File: src/design/bms_regs.svh
`ifndef BMS_REGS_SVH
`define BMS_REGS_SVH
// flash geometry, byte addresses relative to the array base
`define BMS_FLASH_BASE 32'h0008_0000
`define BMS_ARRAY_BYTES 32'h0001_0000
`define BMS_USER_BYTES 32'h0000_f800
`define BMS_ADDR_W 16
// boot marker word, absolute and offset form
`define BMS_MARKER_ADDR 32'h0008_0014
`define BMS_MARKER_OFS 16'h0014
`define BMS_MARKER_ERASED 32'hffff_ffff
`define BMS_ERASED_BYTE 8'hff
// page size for erase
`define BMS_PAGE_BYTES 16'h0200
`define BMS_PAGE_SHIFT 9
// calibration words copied at power-on
`define BMS_CAL_WORDS 4
`define BMS_CAL_OFS 16'hf800
`endif

File: src/design/bms_pkg.sv
package bms_pkg;
  typedef enum logic [5:0] {
    BMS_IDLE = 6'h01,
    BMS_MARK = 6'h02,
    BMS_CAL = 6'h04,
    BMS_RUN = 6'h08,
    BMS_PROG = 6'h10,
    BMS_ERASE = 6'h20
  } bms_state_t;
  typedef enum logic [1:0] {
    BMS_MODE_NONE = 2'h0,
    BMS_MODE_USER = 2'h1,
    BMS_MODE_DL = 2'h2
  } bms_mode_t;
  typedef enum logic [1:0] {
    BMS_OP_READ = 2'h0,
    BMS_OP_PROG = 2'h1,
    BMS_OP_ERASE = 2'h2
  } bms_op_t;
endpackage

File: src/design/bms_sync_if.sv
`timescale 1ns/10ps
interface bms_sync_if;
  logic raw;
  logic level;
  logic valid;
  modport src (output raw, input level, input valid);
  modport dst (input raw, output level, output valid);
endinterface

File: src/design/bms_pin_sync.sv
`timescale 1ns/10ps
module bms_pin_sync (
  input wire logic mclk,
  input wire logic sys_rst,
  bms_sync_if.dst s
);
  import bms_pkg::*;
  logic [2:0] sh_ff;
  logic [2:0] nxt_sh;
  logic level_ff;
  logic nxt_level;
  logic valid_ff;
  logic nxt_valid;
  logic [1:0] cnt_ff;
  logic [1:0] nxt_cnt;
  always_comb begin
    nxt_sh = {sh_ff[1:0], s.raw};
    nxt_level = level_ff;
    nxt_cnt = cnt_ff;
    // stage two and three must agree; stage one feeds only stage two
    if (sh_ff[1] == sh_ff[2]) begin
      nxt_level = sh_ff[2];
    end
    if (cnt_ff != 2'h3) begin
      nxt_cnt = cnt_ff + 2'h1;
    end
    nxt_valid = (cnt_ff == 2'h3) && (sh_ff[1] == sh_ff[2]);
  end
  always_ff @(posedge mclk) begin
    if (sys_rst) begin
      sh_ff <= 3'h0;
      level_ff <= 1'b0;
      cnt_ff <= 2'h0;
      valid_ff <= 1'b0;
    end else begin
      sh_ff <= nxt_sh;
      level_ff <= nxt_level;
      cnt_ff <= nxt_cnt;
      valid_ff <= nxt_valid;
    end
  end
  assign s.level = level_ff;
  assign s.valid = valid_ff;
endmodule

File: src/design/bms_boot_select.sv
`timescale 1ns/10ps
`include "bms_regs.svh"
// Function
// download mode only if boot pin low and marker word reads all ones
// in download mode, I2C host may program the whole 62 kB user region
// 64 kB array: lower 62 kB user, upper 2 kB embedded firmware
// user accesses never see the 2 kB firmware region
// calibration coefficients copied to peripherals before user code runs; the last cal_we pulse comes in the first cycle of user_run
// byte program only into erased bytes; erase by whole pages
// three shared port lines go to JTAG only while boot pin high
// user code must not drive shared debug lines while debugging
// leave marker word erased so a blocked part can recover via I2C
// pin and marker sampled once at reset release; mode held
module bms_boot_select #(
  parameter int CAL_WORDS = `BMS_CAL_WORDS
) (
  input wire logic mclk,
  input wire logic sys_rst,
  input wire logic port0_line0_shared_boot,
  // flash array port, read latency ended by fl_done, word-wide read data, byte-wide write data
  output logic fl_req,
  output bms_pkg::bms_op_t fl_op,
  output logic [15:0] fl_addr,
  output logic [7:0] fl_wdata,
  input wire logic [31:0] fl_rdata,
  input wire logic fl_done,
  // user access path (core or I2C download host)
  input wire logic usr_req,
  input wire bms_pkg::bms_op_t usr_op,
  input wire logic [15:0] usr_addr,
  input wire logic [7:0] usr_wdata,
  output logic usr_ack,
  output logic usr_err,
  output logic [31:0] usr_rdata,
  // calibration delivery
  output logic cal_we,
  output logic [1:0] cal_sel,
  output logic [31:0] cal_data,
  // mode outputs
  output bms_pkg::bms_mode_t boot_mode,
  output logic dl_mode,
  output logic user_run,
  output logic jtag_sel,
  output logic i2c_dl_en
);
  import bms_pkg::*;

  bms_sync_if bm_s();
  bms_pin_sync u_sync (
    .mclk(mclk),
    .sys_rst(sys_rst),
    .s(bm_s)
  );
  assign bm_s.raw = port0_line0_shared_boot;

  function automatic logic is_user(input logic [15:0] a);
    is_user = ({16'h0, a} < `BMS_USER_BYTES);
  endfunction

  function automatic logic [15:0] page_base(input logic [15:0] a);
    page_base = a & ~(`BMS_PAGE_BYTES - 16'h1);
  endfunction

  bms_state_t st_ff, nxt_st;
  bms_mode_t mode_ff, nxt_mode;
  logic pin_ff, nxt_pin;
  logic [1:0] cal_ff, nxt_cal;
  logic wait_ff, nxt_wait;
  logic [15:0] addr_ff, nxt_addr;
  logic [7:0] wd_ff, nxt_wd;
  logic ack_ff, nxt_ack;
  logic err_ff, nxt_err;
  logic [31:0] rd_ff, nxt_rd;
  logic cwe_ff, nxt_cwe;
  logic [31:0] cd_ff, nxt_cd;
  logic [1:0] csel_ff, nxt_csel;
  logic [1:0] bsel;

  // byte lane of the word under the current address
  assign bsel = addr_ff[1:0];

  always_comb begin
    nxt_st = st_ff;
    nxt_mode = mode_ff;
    nxt_pin = pin_ff;
    nxt_cal = cal_ff;
    nxt_wait = wait_ff;
    nxt_addr = addr_ff;
    nxt_wd = wd_ff;
    nxt_ack = 1'b0;
    nxt_err = 1'b0;
    nxt_rd = rd_ff;
    nxt_cwe = 1'b0;
    nxt_cd = cd_ff;
    nxt_csel = csel_ff;
    fl_req = 1'b0;
    fl_op = BMS_OP_READ;
    fl_addr = addr_ff;
    fl_wdata = wd_ff;
    unique case (st_ff)
      BMS_IDLE: begin
        // sample the settled pin exactly once after release
        if (bm_s.valid) begin
          nxt_pin = bm_s.level;
          nxt_st = BMS_MARK;
        end
      end
      BMS_MARK: begin
        fl_req = 1'b1;
        fl_addr = `BMS_MARKER_OFS;
        if (fl_done) begin
          // calibration always loads first, whatever the mode
          nxt_st = BMS_CAL;
          nxt_cal = 2'h0;
          if (!pin_ff && fl_rdata == `BMS_MARKER_ERASED) begin
            nxt_mode = BMS_MODE_DL;
          end else begin
            nxt_mode = BMS_MODE_USER;
          end
        end
      end
      BMS_CAL: begin
        fl_req = 1'b1;
        fl_addr = `BMS_CAL_OFS + {cal_ff, 2'h0};
        if (fl_done) begin
          nxt_cwe = 1'b1;
          nxt_cd = fl_rdata;
          nxt_csel = cal_ff;
          nxt_cal = cal_ff + 2'h1;
          if (32'(cal_ff) == CAL_WORDS - 1) begin
            nxt_st = BMS_RUN;
          end
        end
      end
      BMS_RUN: begin
        if (usr_req && !ack_ff && !err_ff) begin
          nxt_addr = usr_addr;
          nxt_wd = usr_wdata;
          if (!is_user(usr_addr)) begin
            nxt_err = 1'b1;
            nxt_rd = 32'h0;
          end else if (usr_op == BMS_OP_ERASE) begin
            nxt_addr = page_base(usr_addr);
            nxt_st = BMS_ERASE;
          end else if (usr_op == BMS_OP_PROG) begin
            nxt_st = BMS_PROG;
            nxt_wait = 1'b0;
          end else begin
            nxt_st = BMS_PROG;
            nxt_wait = 1'b1;
          end
        end
      end
      BMS_PROG: begin
        // phase 0 reads the byte back for the erased check, phase 1 serves a user read
        fl_req = 1'b1;
        fl_addr = {addr_ff[15:2], 2'h0};
        if (wait_ff && fl_op == BMS_OP_READ && fl_done && nxt_wd == wd_ff
            && usr_op == BMS_OP_READ) begin
          nxt_rd = fl_rdata;
          nxt_ack = 1'b1;
          nxt_st = BMS_RUN;
        end else if (!wait_ff && fl_done) begin
          // programming can only clear bits of an erased byte
          if (fl_rdata[8*bsel +: 8] != `BMS_ERASED_BYTE) begin
            nxt_err = 1'b1;
            nxt_st = BMS_RUN;
          end else begin
            nxt_wait = 1'b1;
            nxt_st = BMS_ERASE;
            nxt_cal = 2'h3;
          end
        end
      end
      BMS_ERASE: begin
        fl_req = 1'b1;
        if (cal_ff == 2'h3) begin
          fl_op = BMS_OP_PROG;
          fl_addr = addr_ff;
        end else begin
          fl_op = BMS_OP_ERASE;
          fl_addr = addr_ff;
        end
        if (fl_done) begin
          nxt_ack = 1'b1;
          nxt_cal = 2'h0;
          nxt_st = BMS_RUN;
        end
      end
      default: begin
        nxt_st = BMS_IDLE;
      end
    endcase
  end

  always_ff @(posedge mclk) begin
    if (sys_rst) begin
      st_ff <= BMS_IDLE;
      mode_ff <= BMS_MODE_NONE;
      pin_ff <= 1'b0;
      cal_ff <= 2'h0;
      wait_ff <= 1'b0;
      addr_ff <= 16'h0;
      wd_ff <= 8'h0;
      ack_ff <= 1'b0;
      err_ff <= 1'b0;
      rd_ff <= 32'h0;
      cwe_ff <= 1'b0;
      cd_ff <= 32'h0;
      csel_ff <= 2'h0;
    end else begin
      st_ff <= nxt_st;
      mode_ff <= nxt_mode;
      pin_ff <= nxt_pin;
      cal_ff <= nxt_cal;
      wait_ff <= nxt_wait;
      addr_ff <= nxt_addr;
      wd_ff <= nxt_wd;
      ack_ff <= nxt_ack;
      err_ff <= nxt_err;
      rd_ff <= nxt_rd;
      cwe_ff <= nxt_cwe;
      cd_ff <= nxt_cd;
      csel_ff <= nxt_csel;
    end
  end

  assign usr_ack = ack_ff;
  assign usr_err = err_ff;
  assign usr_rdata = rd_ff;
  assign cal_we = cwe_ff;
  assign cal_sel = csel_ff;
  assign cal_data = cd_ff;
  assign boot_mode = mode_ff;
  assign dl_mode = (mode_ff == BMS_MODE_DL);
  assign i2c_dl_en = (mode_ff == BMS_MODE_DL) && (st_ff != BMS_CAL);
  assign user_run = (mode_ff == BMS_MODE_USER) && (st_ff != BMS_CAL) &&
    (st_ff != BMS_MARK);
  // latched pin, so a stray toggle by user code cannot drop the debugger
  assign jtag_sel = pin_ff && (mode_ff != BMS_MODE_NONE);
endmodule

File: config.mk
export PLATFORM = sky130hd
export DESIGN_NAME = bms_boot_select
export DESIGN_NICKNAME = d
export VERILOG_FILES = /design/src/design/bms_pkg.sv /design/src/design/bms_sync_if.sv /design/src/design/bms_pin_sync.sv /design/src/design/bms_boot_select.sv
export VERILOG_INCLUDE_DIRS = /design/src /design/src/design
export SDC_FILE = /design/constraint.sdc
export NUM_CORES = 1
export LEC_CHECK = 0
export BUFFER_PORTS_ARGS = -buffer_cell sky130_fd_sc_hd__buf_4
export CAP_MARGIN = 20
export CORE_ASPECT_RATIO = 1.75
export CORE_MARGIN = 3
export CORE_UTILIZATION = 45
export CTS_CLUSTER_DIAMETER = 30
export DETAILED_ROUTE_END_ITERATION = 10
export GPL_TIMING_DRIVEN = 0
export PLACE_DENSITY_LB_ADDON = 0.2
export SKIP_CTS_REPAIR_TIMING = 1
export SLEW_MARGIN = 20
export SYNTH_ARGS = -nofsm -noshare
export SYNTH_HDL_FRONTEND = slang
export SYNTH_SLANG_ARGS = --single-unit
File: constraint.sdc
create_clock -name mclk -period 1.9 [get_ports mclk]
set_clock_uncertainty 0.1 [all_clocks]
set_input_delay 0.38 -clock mclk [delete_from_list [all_inputs] [get_ports mclk]]
set_output_delay 0.38 -clock mclk [all_outputs]
set_load 0.005 [all_outputs]
After elaboration in Yosys (flattened, before gate mapping):

Index checks and enable logic that the tools add are counted.

* muxes and demuxes: 46
* equal/unequal tests: 33
* div/mod/pow operators: 0
* multiply operators: 0
* $add $sub $neg: 3
* shift operators: 1
* $lt $le $gt $ge: 1
* reduce and logical (&&, ||, !) cells: 30
* bitwise gates (word level): 1

Operators with widths (count)
* 32-bit 2-to-1 mux: 3
* 6-bit 2-to-1 mux: 11
* 32-bit one-hot mux with 2 select lines: 1
* 16-bit one-hot mux with 3 select lines: 1
* 6-bit one-hot mux with 6 select lines: 1
* 32-bit == test (second input constant): 1
* 32-bit by 6-bit variable part select with 8-bit output: 1
* 2-bit inequality test (second input constant): 13
* 9-bit 2-to-1 mux: 2
* 16-bit less-than comparator (second input constant): 1
* 2-bit 2-to-1 mux: 8
* 1-bit 2-to-1 mux: 15
* 12-bit by 5-bit adder with 13-bit output (first input constant): 1
* 1-bit logical AND: 11
* 2-bit == test (second input constant): 4
* 8-bit inequality test (second input constant): 1
* 2-bit AND reduction: 4
* 8-bit AND reduction: 1
* 7-bit AND reduction: 1
* 6-bit by 1-bit == test with 1-bit output (second input constant): 1
* 6-bit by 2-bit == test with 1-bit output (second input constant): 1
* 6-bit by 3-bit == test with 1-bit output (second input constant): 1
* 6-bit by 4-bit == test with 1-bit output (second input constant): 1
* 6-bit by 5-bit == test with 1-bit output (second input constant): 1
* other kinds (19): 29

* bits in writable memories: 0
* bits in latches: 0
* memories: 0
* output and inout port bits: 102
* memory bits (read-only): 0
* input port bits: 63
* register bits: 112

Depth between registers and ports, before layout:

Gate-level depths: netlist of run 1.

* word-level depth: 6
* mapped depth: 9
* gate-level depth less buffers: 5

By module:

From an unflattened synthesis of run 1, not the netlist that was laid out.

* cells, all modules: 573
* area, all modules: 4604.4 µm²

By module, submodules not included
* bms_boot_select: instances 1, cells an instance 553, area each 4369.2 µm², seq. area each 2102.0 µm²
* bms_pin_sync: instances 1, cells an instance 20, area each 235.2 µm², seq. area each 140.1 µm²

Least setup slack after synthesis of run 1:

Ideal clock, no wire load.

* path type: register to register
* start point: reg st_ff[0]
* end point: reg st_ff[3]
* data arrival time: 1.928 ns
* setup slack: -0.212 ns
* library setup time: 0.084 ns
* required time: 1.716 ns
* cell stages (with the launch flop): 8
* period minus slack after synthesis: 2.112 ns
* buffers on the path: 2
* cells stage by stage: dfxtp_1 -> buf_6 -> or2_1 -> buf_6 -> or3_4 -> and4_4 -> or4_4 -> o31ai_2

* word-level cells in the longest chain between the ends: 3
* elaborated cells between the ends (all ways): 16
* classes of those cells: eq/ne (14); mux (1); reduce/logical (1)

Ends and longest elaborated chain
* start: declaration: RTL line bms_boot_select.sv:64 `bms_state_t st_ff, nxt_st;`
* start signal: assignment: RTL line bms_boot_select.sv:212 `st_ff <= nxt_st;`
* 6-bit by 5-bit == test with 1-bit output (tied with other cells): RTL line bms_boot_select.sv:100 `unique case (st_ff)`
* 3-bit inequality test (no line) (tied with other cells)
* 8-bit AND reduction (no line)

Parallel ways exist; a longest one is shown, timed or not.
A chain may end at the register's enable or synchronous reset.

Worst setup path after layout of run 1:

* start point: reg st_ff[0]
* end point: out fl_addr[15]

* word-level cells in the longest chain between the ends: 2
* elaborated cells between the ends (all ways): 4
* classes of those cells: eq/ne (3); mux (1)

Ends and longest elaborated chain
* 6-bit by 5-bit == test with 1-bit output (tied with other cells): RTL line bms_boot_select.sv:100
* 16-bit one-hot mux with 3 select lines *: RTL line bms_boot_select.sv:100
* end: declaration: RTL line bms_boot_select.sv:23 `output logic [15:0] fl_addr,`

Mark *: on every way between the ends. The rest lies on a longest branch, timed or not.

==> results of run 1 <==
## cells in the mapped netlist, drive strengths merged, types with 3 or more instances
cell type / count
a211oi: 5
a21oi: 56
a22oi: 11
and2: 5
and3: 41
buf: 11
clkbuf: 29
dfxtp: 112
inv: 3
mux2i: 34
nand2: 121
nand2b: 3
nand3: 6
nand4: 9
nor2: 58
nor2b: 6
nor3: 7
nor3b: 4
nor4: 3
nor4b: 4
o21a: 3
o21ai: 7
or3: 3
xor2: 3
## cell families after synthesis
kind of cell,Yosys count
AOI/OAI and AO/OA,94
xor gates and xnor gates,4
adders and majority gates,2
buffers and inverters,43
DFF,112
muxes,35
and+or+nand+nor,280
## path summary, 6_finish.rpt
path | startpoint | endpoint | slack [ns] | cells after the start
setup / recovery | st_ff[0]$_SDFFE_PP1P_ | fl_addr[15] | -0.56 | 8
hold / removal | port0_line0_shared_boot | u_sync.sh_ff[0]$_SDFF_PP0_ | 0.13 | 2
setup reg to reg | st_ff[0]$_SDFFE_PP1P_ | usr_rdata[10]$_SDFFE_PP0P_ | -0.46 | 11
hold reg to reg | u_sync.sh_ff[0]$_SDFF_PP0_ | u_sync.sh_ff[1]$_SDFF_PP0_ | 0.35 | 1
## final cells by class
cell class | count | area (um2) | area share, %
clock buffers | 9 | 225.2 | 2.973
plain buffers | 39 | 330.3 | 4.360
repair buffers | 205 | 1704 | 22.49
multi-input cells | 416 | 2794 | 36.88
well taps | 127 | 158.9 | 2.097
inverters | 3 | 11.26 | 0.1486
flip-flops and latches | 112 | 2257 | 29.79
clock inverters | 7 | 95.09 | 1.255
## where the power goes
part           switching (uW)  internal [uW]
Clock                     959           1070
Combinational             484            413
Sequential               34.8           2380
## stage by stage
stage	hold slack, ns	worst slack, ns	util (%)	power [uW]
3_5_place_dp	0.3287	-0.6900	59.93	3080
5_1_grt	0.1430	-0.6111	73.12	5508
6_report	0.1307	-0.5617	73.12	5338
3_3_place_gp	0.3210	-0.6802	59.93	3072
2_1_floorplan	0.3138	-0.1173	-	2825
4_1_cts	0.1253	-0.9296	63.02	5079
## layer usage
metal / track usage, % / wire [um] / vias to the layer above
li1: - / - / 2391
met1: 24.72 / 5885 / 2422
met2: 43.92 / 9030 / 220
met3: 4.503 / 1000 / 50
met4: 13.39 / 698 / 0
met5: 0 / 0 / -
## sequential cells by signal, summed over array words and instances, names as in the netlist, 2 cells and up
name / count
cal_sel: 2
u_sync.sh_ff: 3
cal_ff: 2
addr_ff: 16
fl_wdata: 8
cal_data: 32
st_ff: 6
boot_mode: 2
usr_rdata: 32
u_sync.cnt_ff: 2
==> flow_summary.ini, run 1 <==
[detailed_routing]
final_antenna_net_count = 0
wl_per_cell_um = 18.10
drcViolationCount = 0
first_iter_violations = 209
via_per_inst = 5.537
dr.pass1.iters = 5
routed_wl_um = 16610
vias = 5083

[hold_path]
hold_class = in2reg

[clock_network]
cts_made_buffers = 9
clock_path_buffers = 2
cts_tree = yes
clock-sinks = 112
cts.htree.levels = 3
cts_root_buf = clkbuf_16
clkTransAtPathRegs_ns = 0.08
clock_latency_ns = 0.35

[synth]
synth_ff_type = dfxtp_1
syn-num-nets = 635
synthCells = 570
synth_top_family_by_area = simple AND/OR/NAND/NOR gates
postSynthAreaPerCell_um2 = 8.440
ys_types = 57
seq_area_frac_synth_pct = 46.61
synth_top_area_share_pct = 46.61
synthAdderAreaFrac_pct = 0.5202
netlist_top_cells_area = dfxtp_1, nand2_1, mux2i_1, a21oi_1, and3_1
synth_compound_gate_area_share_pct = 12.04
ys_ff_latch = 112
yosysWarnings = 0
ys_async_sr_fraction_pct = 0
synth_xor_area_share_pct = 0.7282
syn-cell-area_mm2 = 0.004811
synthSimpleGateAreaFrac_pct = 28.22
synth-edff-count = 0
synth_largest_area_cell = dfxtp_1
synthMuxAreaShare_pct = 7.542

[sta]
layout_min_cycle_time_ns = 2.462
hold_viol = 0
rsz0062_at_grt = yes
setup_viol = 99
tightestPinTransition_ns = 0.7401
fin_tns_setup_ns = -32.55
fmax_ghz = 0.4062
drv_slew = 0
post-route-period-util_pct = 129.6
slew-limit-headroom_pct = 50.56
setup_slack_ns = -0.5617

[final_layout]
layout_commonest_cell = buf_4
fin_area_mm2 = 0.007576
drive_gt1_share_pct = 42.10
antennaDiodeCount = 0
area_delta_synth_final_pct = 57.48
nets = 851
final_cell_mix = buf_4, nand2_1, dfxtp_1, nor2_1, a21oi_1
fillCellCount = 778
stdcell_count = 918

[setup_path]
crit_type = reg2out
crit_fanout = 7
crit_family = simple AND/OR/NAND/NOR gates
path_common_cell = buf_6
startpoint_type = flop
worstPathRequired_ns = 1.42
cp_num_buf_inv = 5
slowest_stage = or3_4
critical_path.max_stage_delay_ns = 0.40
cp_cell_sequence = buf_6, or2_1, buf_6, or3_4, buf_6, buf_6, nand2_2, buf_6
end_kind = primary output
cp.arrival_ns = 1.98

[run_status]
status = finished with violations
violations = setup timing

[global_routing]
grt_first_pass_wirelength_um = 22840
grt_pass1_vias = 4661
grt_max_degree = 22
antenna_found_initial = 0
grt_usage_pct = 23.73
grt-ovfl-total = 0

[floorplanning]
die_x_um = 84.16
die_y_um = 142.8
ios = 165
fp-row-count = 49
fp.coreArea_mm2 = 0.01036
die-area_mm2 = 0.01202
start_util_pct = 46.43

[placement]
place.gp.congestion = 0.9071
io_buffers = 163
placed_area_mm2 = 0.006210
dp.cells = 860
dp_hpwl_um = 11620

[pwr]
powerDensity_mw_per_mm2 = 704.6
peakVddDrop_mv = 0.5871
p_leak_uw = 0.003141

[run]
drv_cap = 0
Note: power is estimated with default switching activity, not from simulation.
==> run 2, diff against run 1 <==
--- a/config.mk
+++ b/config.mk
@@ -9,7 +9,7 @@
 export BUFFER_PORTS_ARGS = -buffer_cell sky130_fd_sc_hd__buf_4
 export CAP_MARGIN = 20
 export CORE_ASPECT_RATIO = 1.75
-export CORE_MARGIN = 3
+export CORE_MARGIN = 10
 export CORE_UTILIZATION = 45
 export CTS_CLUSTER_DIAMETER = 30
 export DETAILED_ROUTE_END_ITERATION = 10
==> flow_summary.ini, run 2 (synthesis gave the netlist of run 1 again) <==
[setup_path]
end_kind = primary output
startpoint_type = flop
path_common_cell = buf_6
cp_cell_sequence = buf_6, or2_1, buf_6, or3_4, buf_6, buf_6, and2_4, buf_6
cp.arrival_ns = 2.03
critical_path.max_stage_delay_ns = 0.39
crit_type = reg2out
worstPathRequired_ns = 1.42
crit_fanout = 6
slowest_stage = or3_4

[final_layout]
nets = 853
fin_area_mm2 = 0.007527
layout_commonest_cell = buf_4
multiInputGateArea_mm2 = 0.002739
area_delta_synth_final_pct = 56.46
drive_gt1_share_pct = 41.11
antennaDiodeCount = 0
seq_area_mm2 = 0.002252
final_cell_mix = buf_4, nand2_1, dfxtp_1, nor2_1
utilization_pct = 72.65
fillCellCount = 781
stdcell_count = 920

[clock_network]
cts_root_buf = clkbuf_16
clock_latency_ns = 0.35
cts_tree = yes
cts.htree.levels = 3
clock-sinks = 112
cts_made_buffers = 9
clock_path_buffers = 2
clkTransAtPathRegs_ns = 0.08

[run_status]
violations = setup timing
status = finished with violations

[sta]
fin_tns_setup_ns = -39.79
rsz0062_at_grt = yes
drv_slew = 0
tightestPinTransition_ns = 1.006
setup_slack_ns = -0.6124
fmax_ghz = 0.3980
post-route-period-util_pct = 132.2
layout_min_cycle_time_ns = 2.512
hold_viol = 0
slew-limit-headroom_pct = 32.29
setup_viol = 120

[global_routing]
grt_pass1_vias = 4833
grt_max_degree = 20
grt_usage_pct = 20.21
antenna_found_initial = 0
grt-ovfl-total = 0
grt_first_pass_wirelength_um = 25320

[floorplanning]
start_util_pct = 46.43
die_x_um = 98.16
fp-row-count = 49
fp.coreArea_mm2 = 0.01036
ios = 165
die-area_mm2 = 0.01539
die_y_um = 156.8

[detailed_routing]
routed_wl_um = 18050
wl_per_cell_um = 19.61
via_per_inst = 5.530
drcViolationCount = 0
vias = 5088
dr.pass1.iters = 5
first_iter_violations = 180
final_antenna_net_count = 0

[pwr]
power_uw = 5194
powerDensity_mw_per_mm2 = 690.0
peakVddDrop_mv = 0.5579
p_leak_uw = 0.003127

[placement]
place.gp.congestion = 0.8682
dp_hpwl_um = 12890
dp.cells = 860
io_buffers = 163
placed_area_mm2 = 0.006210

[hold_path]
hold_class = in2reg

[run]
drv_cap = 0
-- run 2: layout make-up --
class	count	share of cell area, %
Buffer	39	4.388
Clock buffer	10	3.042
Clock inverter	6	0.9807
Tap cell	127	2.111
Sequential cell	112	29.92
Inverter	3	0.1496
Timing Repair Buffer	207	23.02
Multi-Input combinational cell	416	36.39
-- run 2: layer usage --
metal	vias to the layer above	wire, um	global-route usage, %
li1	2401	-	-
met1	2439	6396	20.48
met2	197	9706	37.22
met3	51	1209	5.820
met4	0	732	9.116
met5	-	0	0
-- run 2: path summary, 6_finish.rpt --
path | startpoint | endpoint | slack [ns] | cells past startpoint
worst min-delay path | port0_line0_shared_boot | u_sync.sh_ff[0]$_SDFF_PP0_ | 0.15 | 2
worst max register to register | st_ff[3]$_SDFFE_PP0P_ | st_ff[4]$_SDFFE_PP0P_ | -0.50 | 5
worst max-delay path | st_ff[0]$_SDFFE_PP1P_ | i2c_dl_en | -0.61 | 8
worst min register to register | fl_wdata[3]$_SDFFE_PP0P_ | fl_wdata[3]$_SDFFE_PP0P_ | 0.36 | 2
-- run 2: report_power, final --
part,internal [uW],switching [uW]
Sequential,2380,28.7
Combinational,391,440
Clock,1040,908
Total,3820,1380
-- run 2: worst max-delay path: cells and delay by family (launching register included) --
family	cells	cell delay, ns
and+or+nand+nor	3	0.75
DFF	1	0.32
buffers and inverters	5	0.61
-- run 2: metrics by stage --
stage                     hold slack, ns  worst slack [ns]
after floorplan                   0.3138           -0.1173
after global placement            0.3209           -0.7014
after detailed placement          0.3438           -0.6950
after CTS                         0.1457           -0.9448
after global routing              0.1540           -0.6632
final                             0.1541           -0.6124
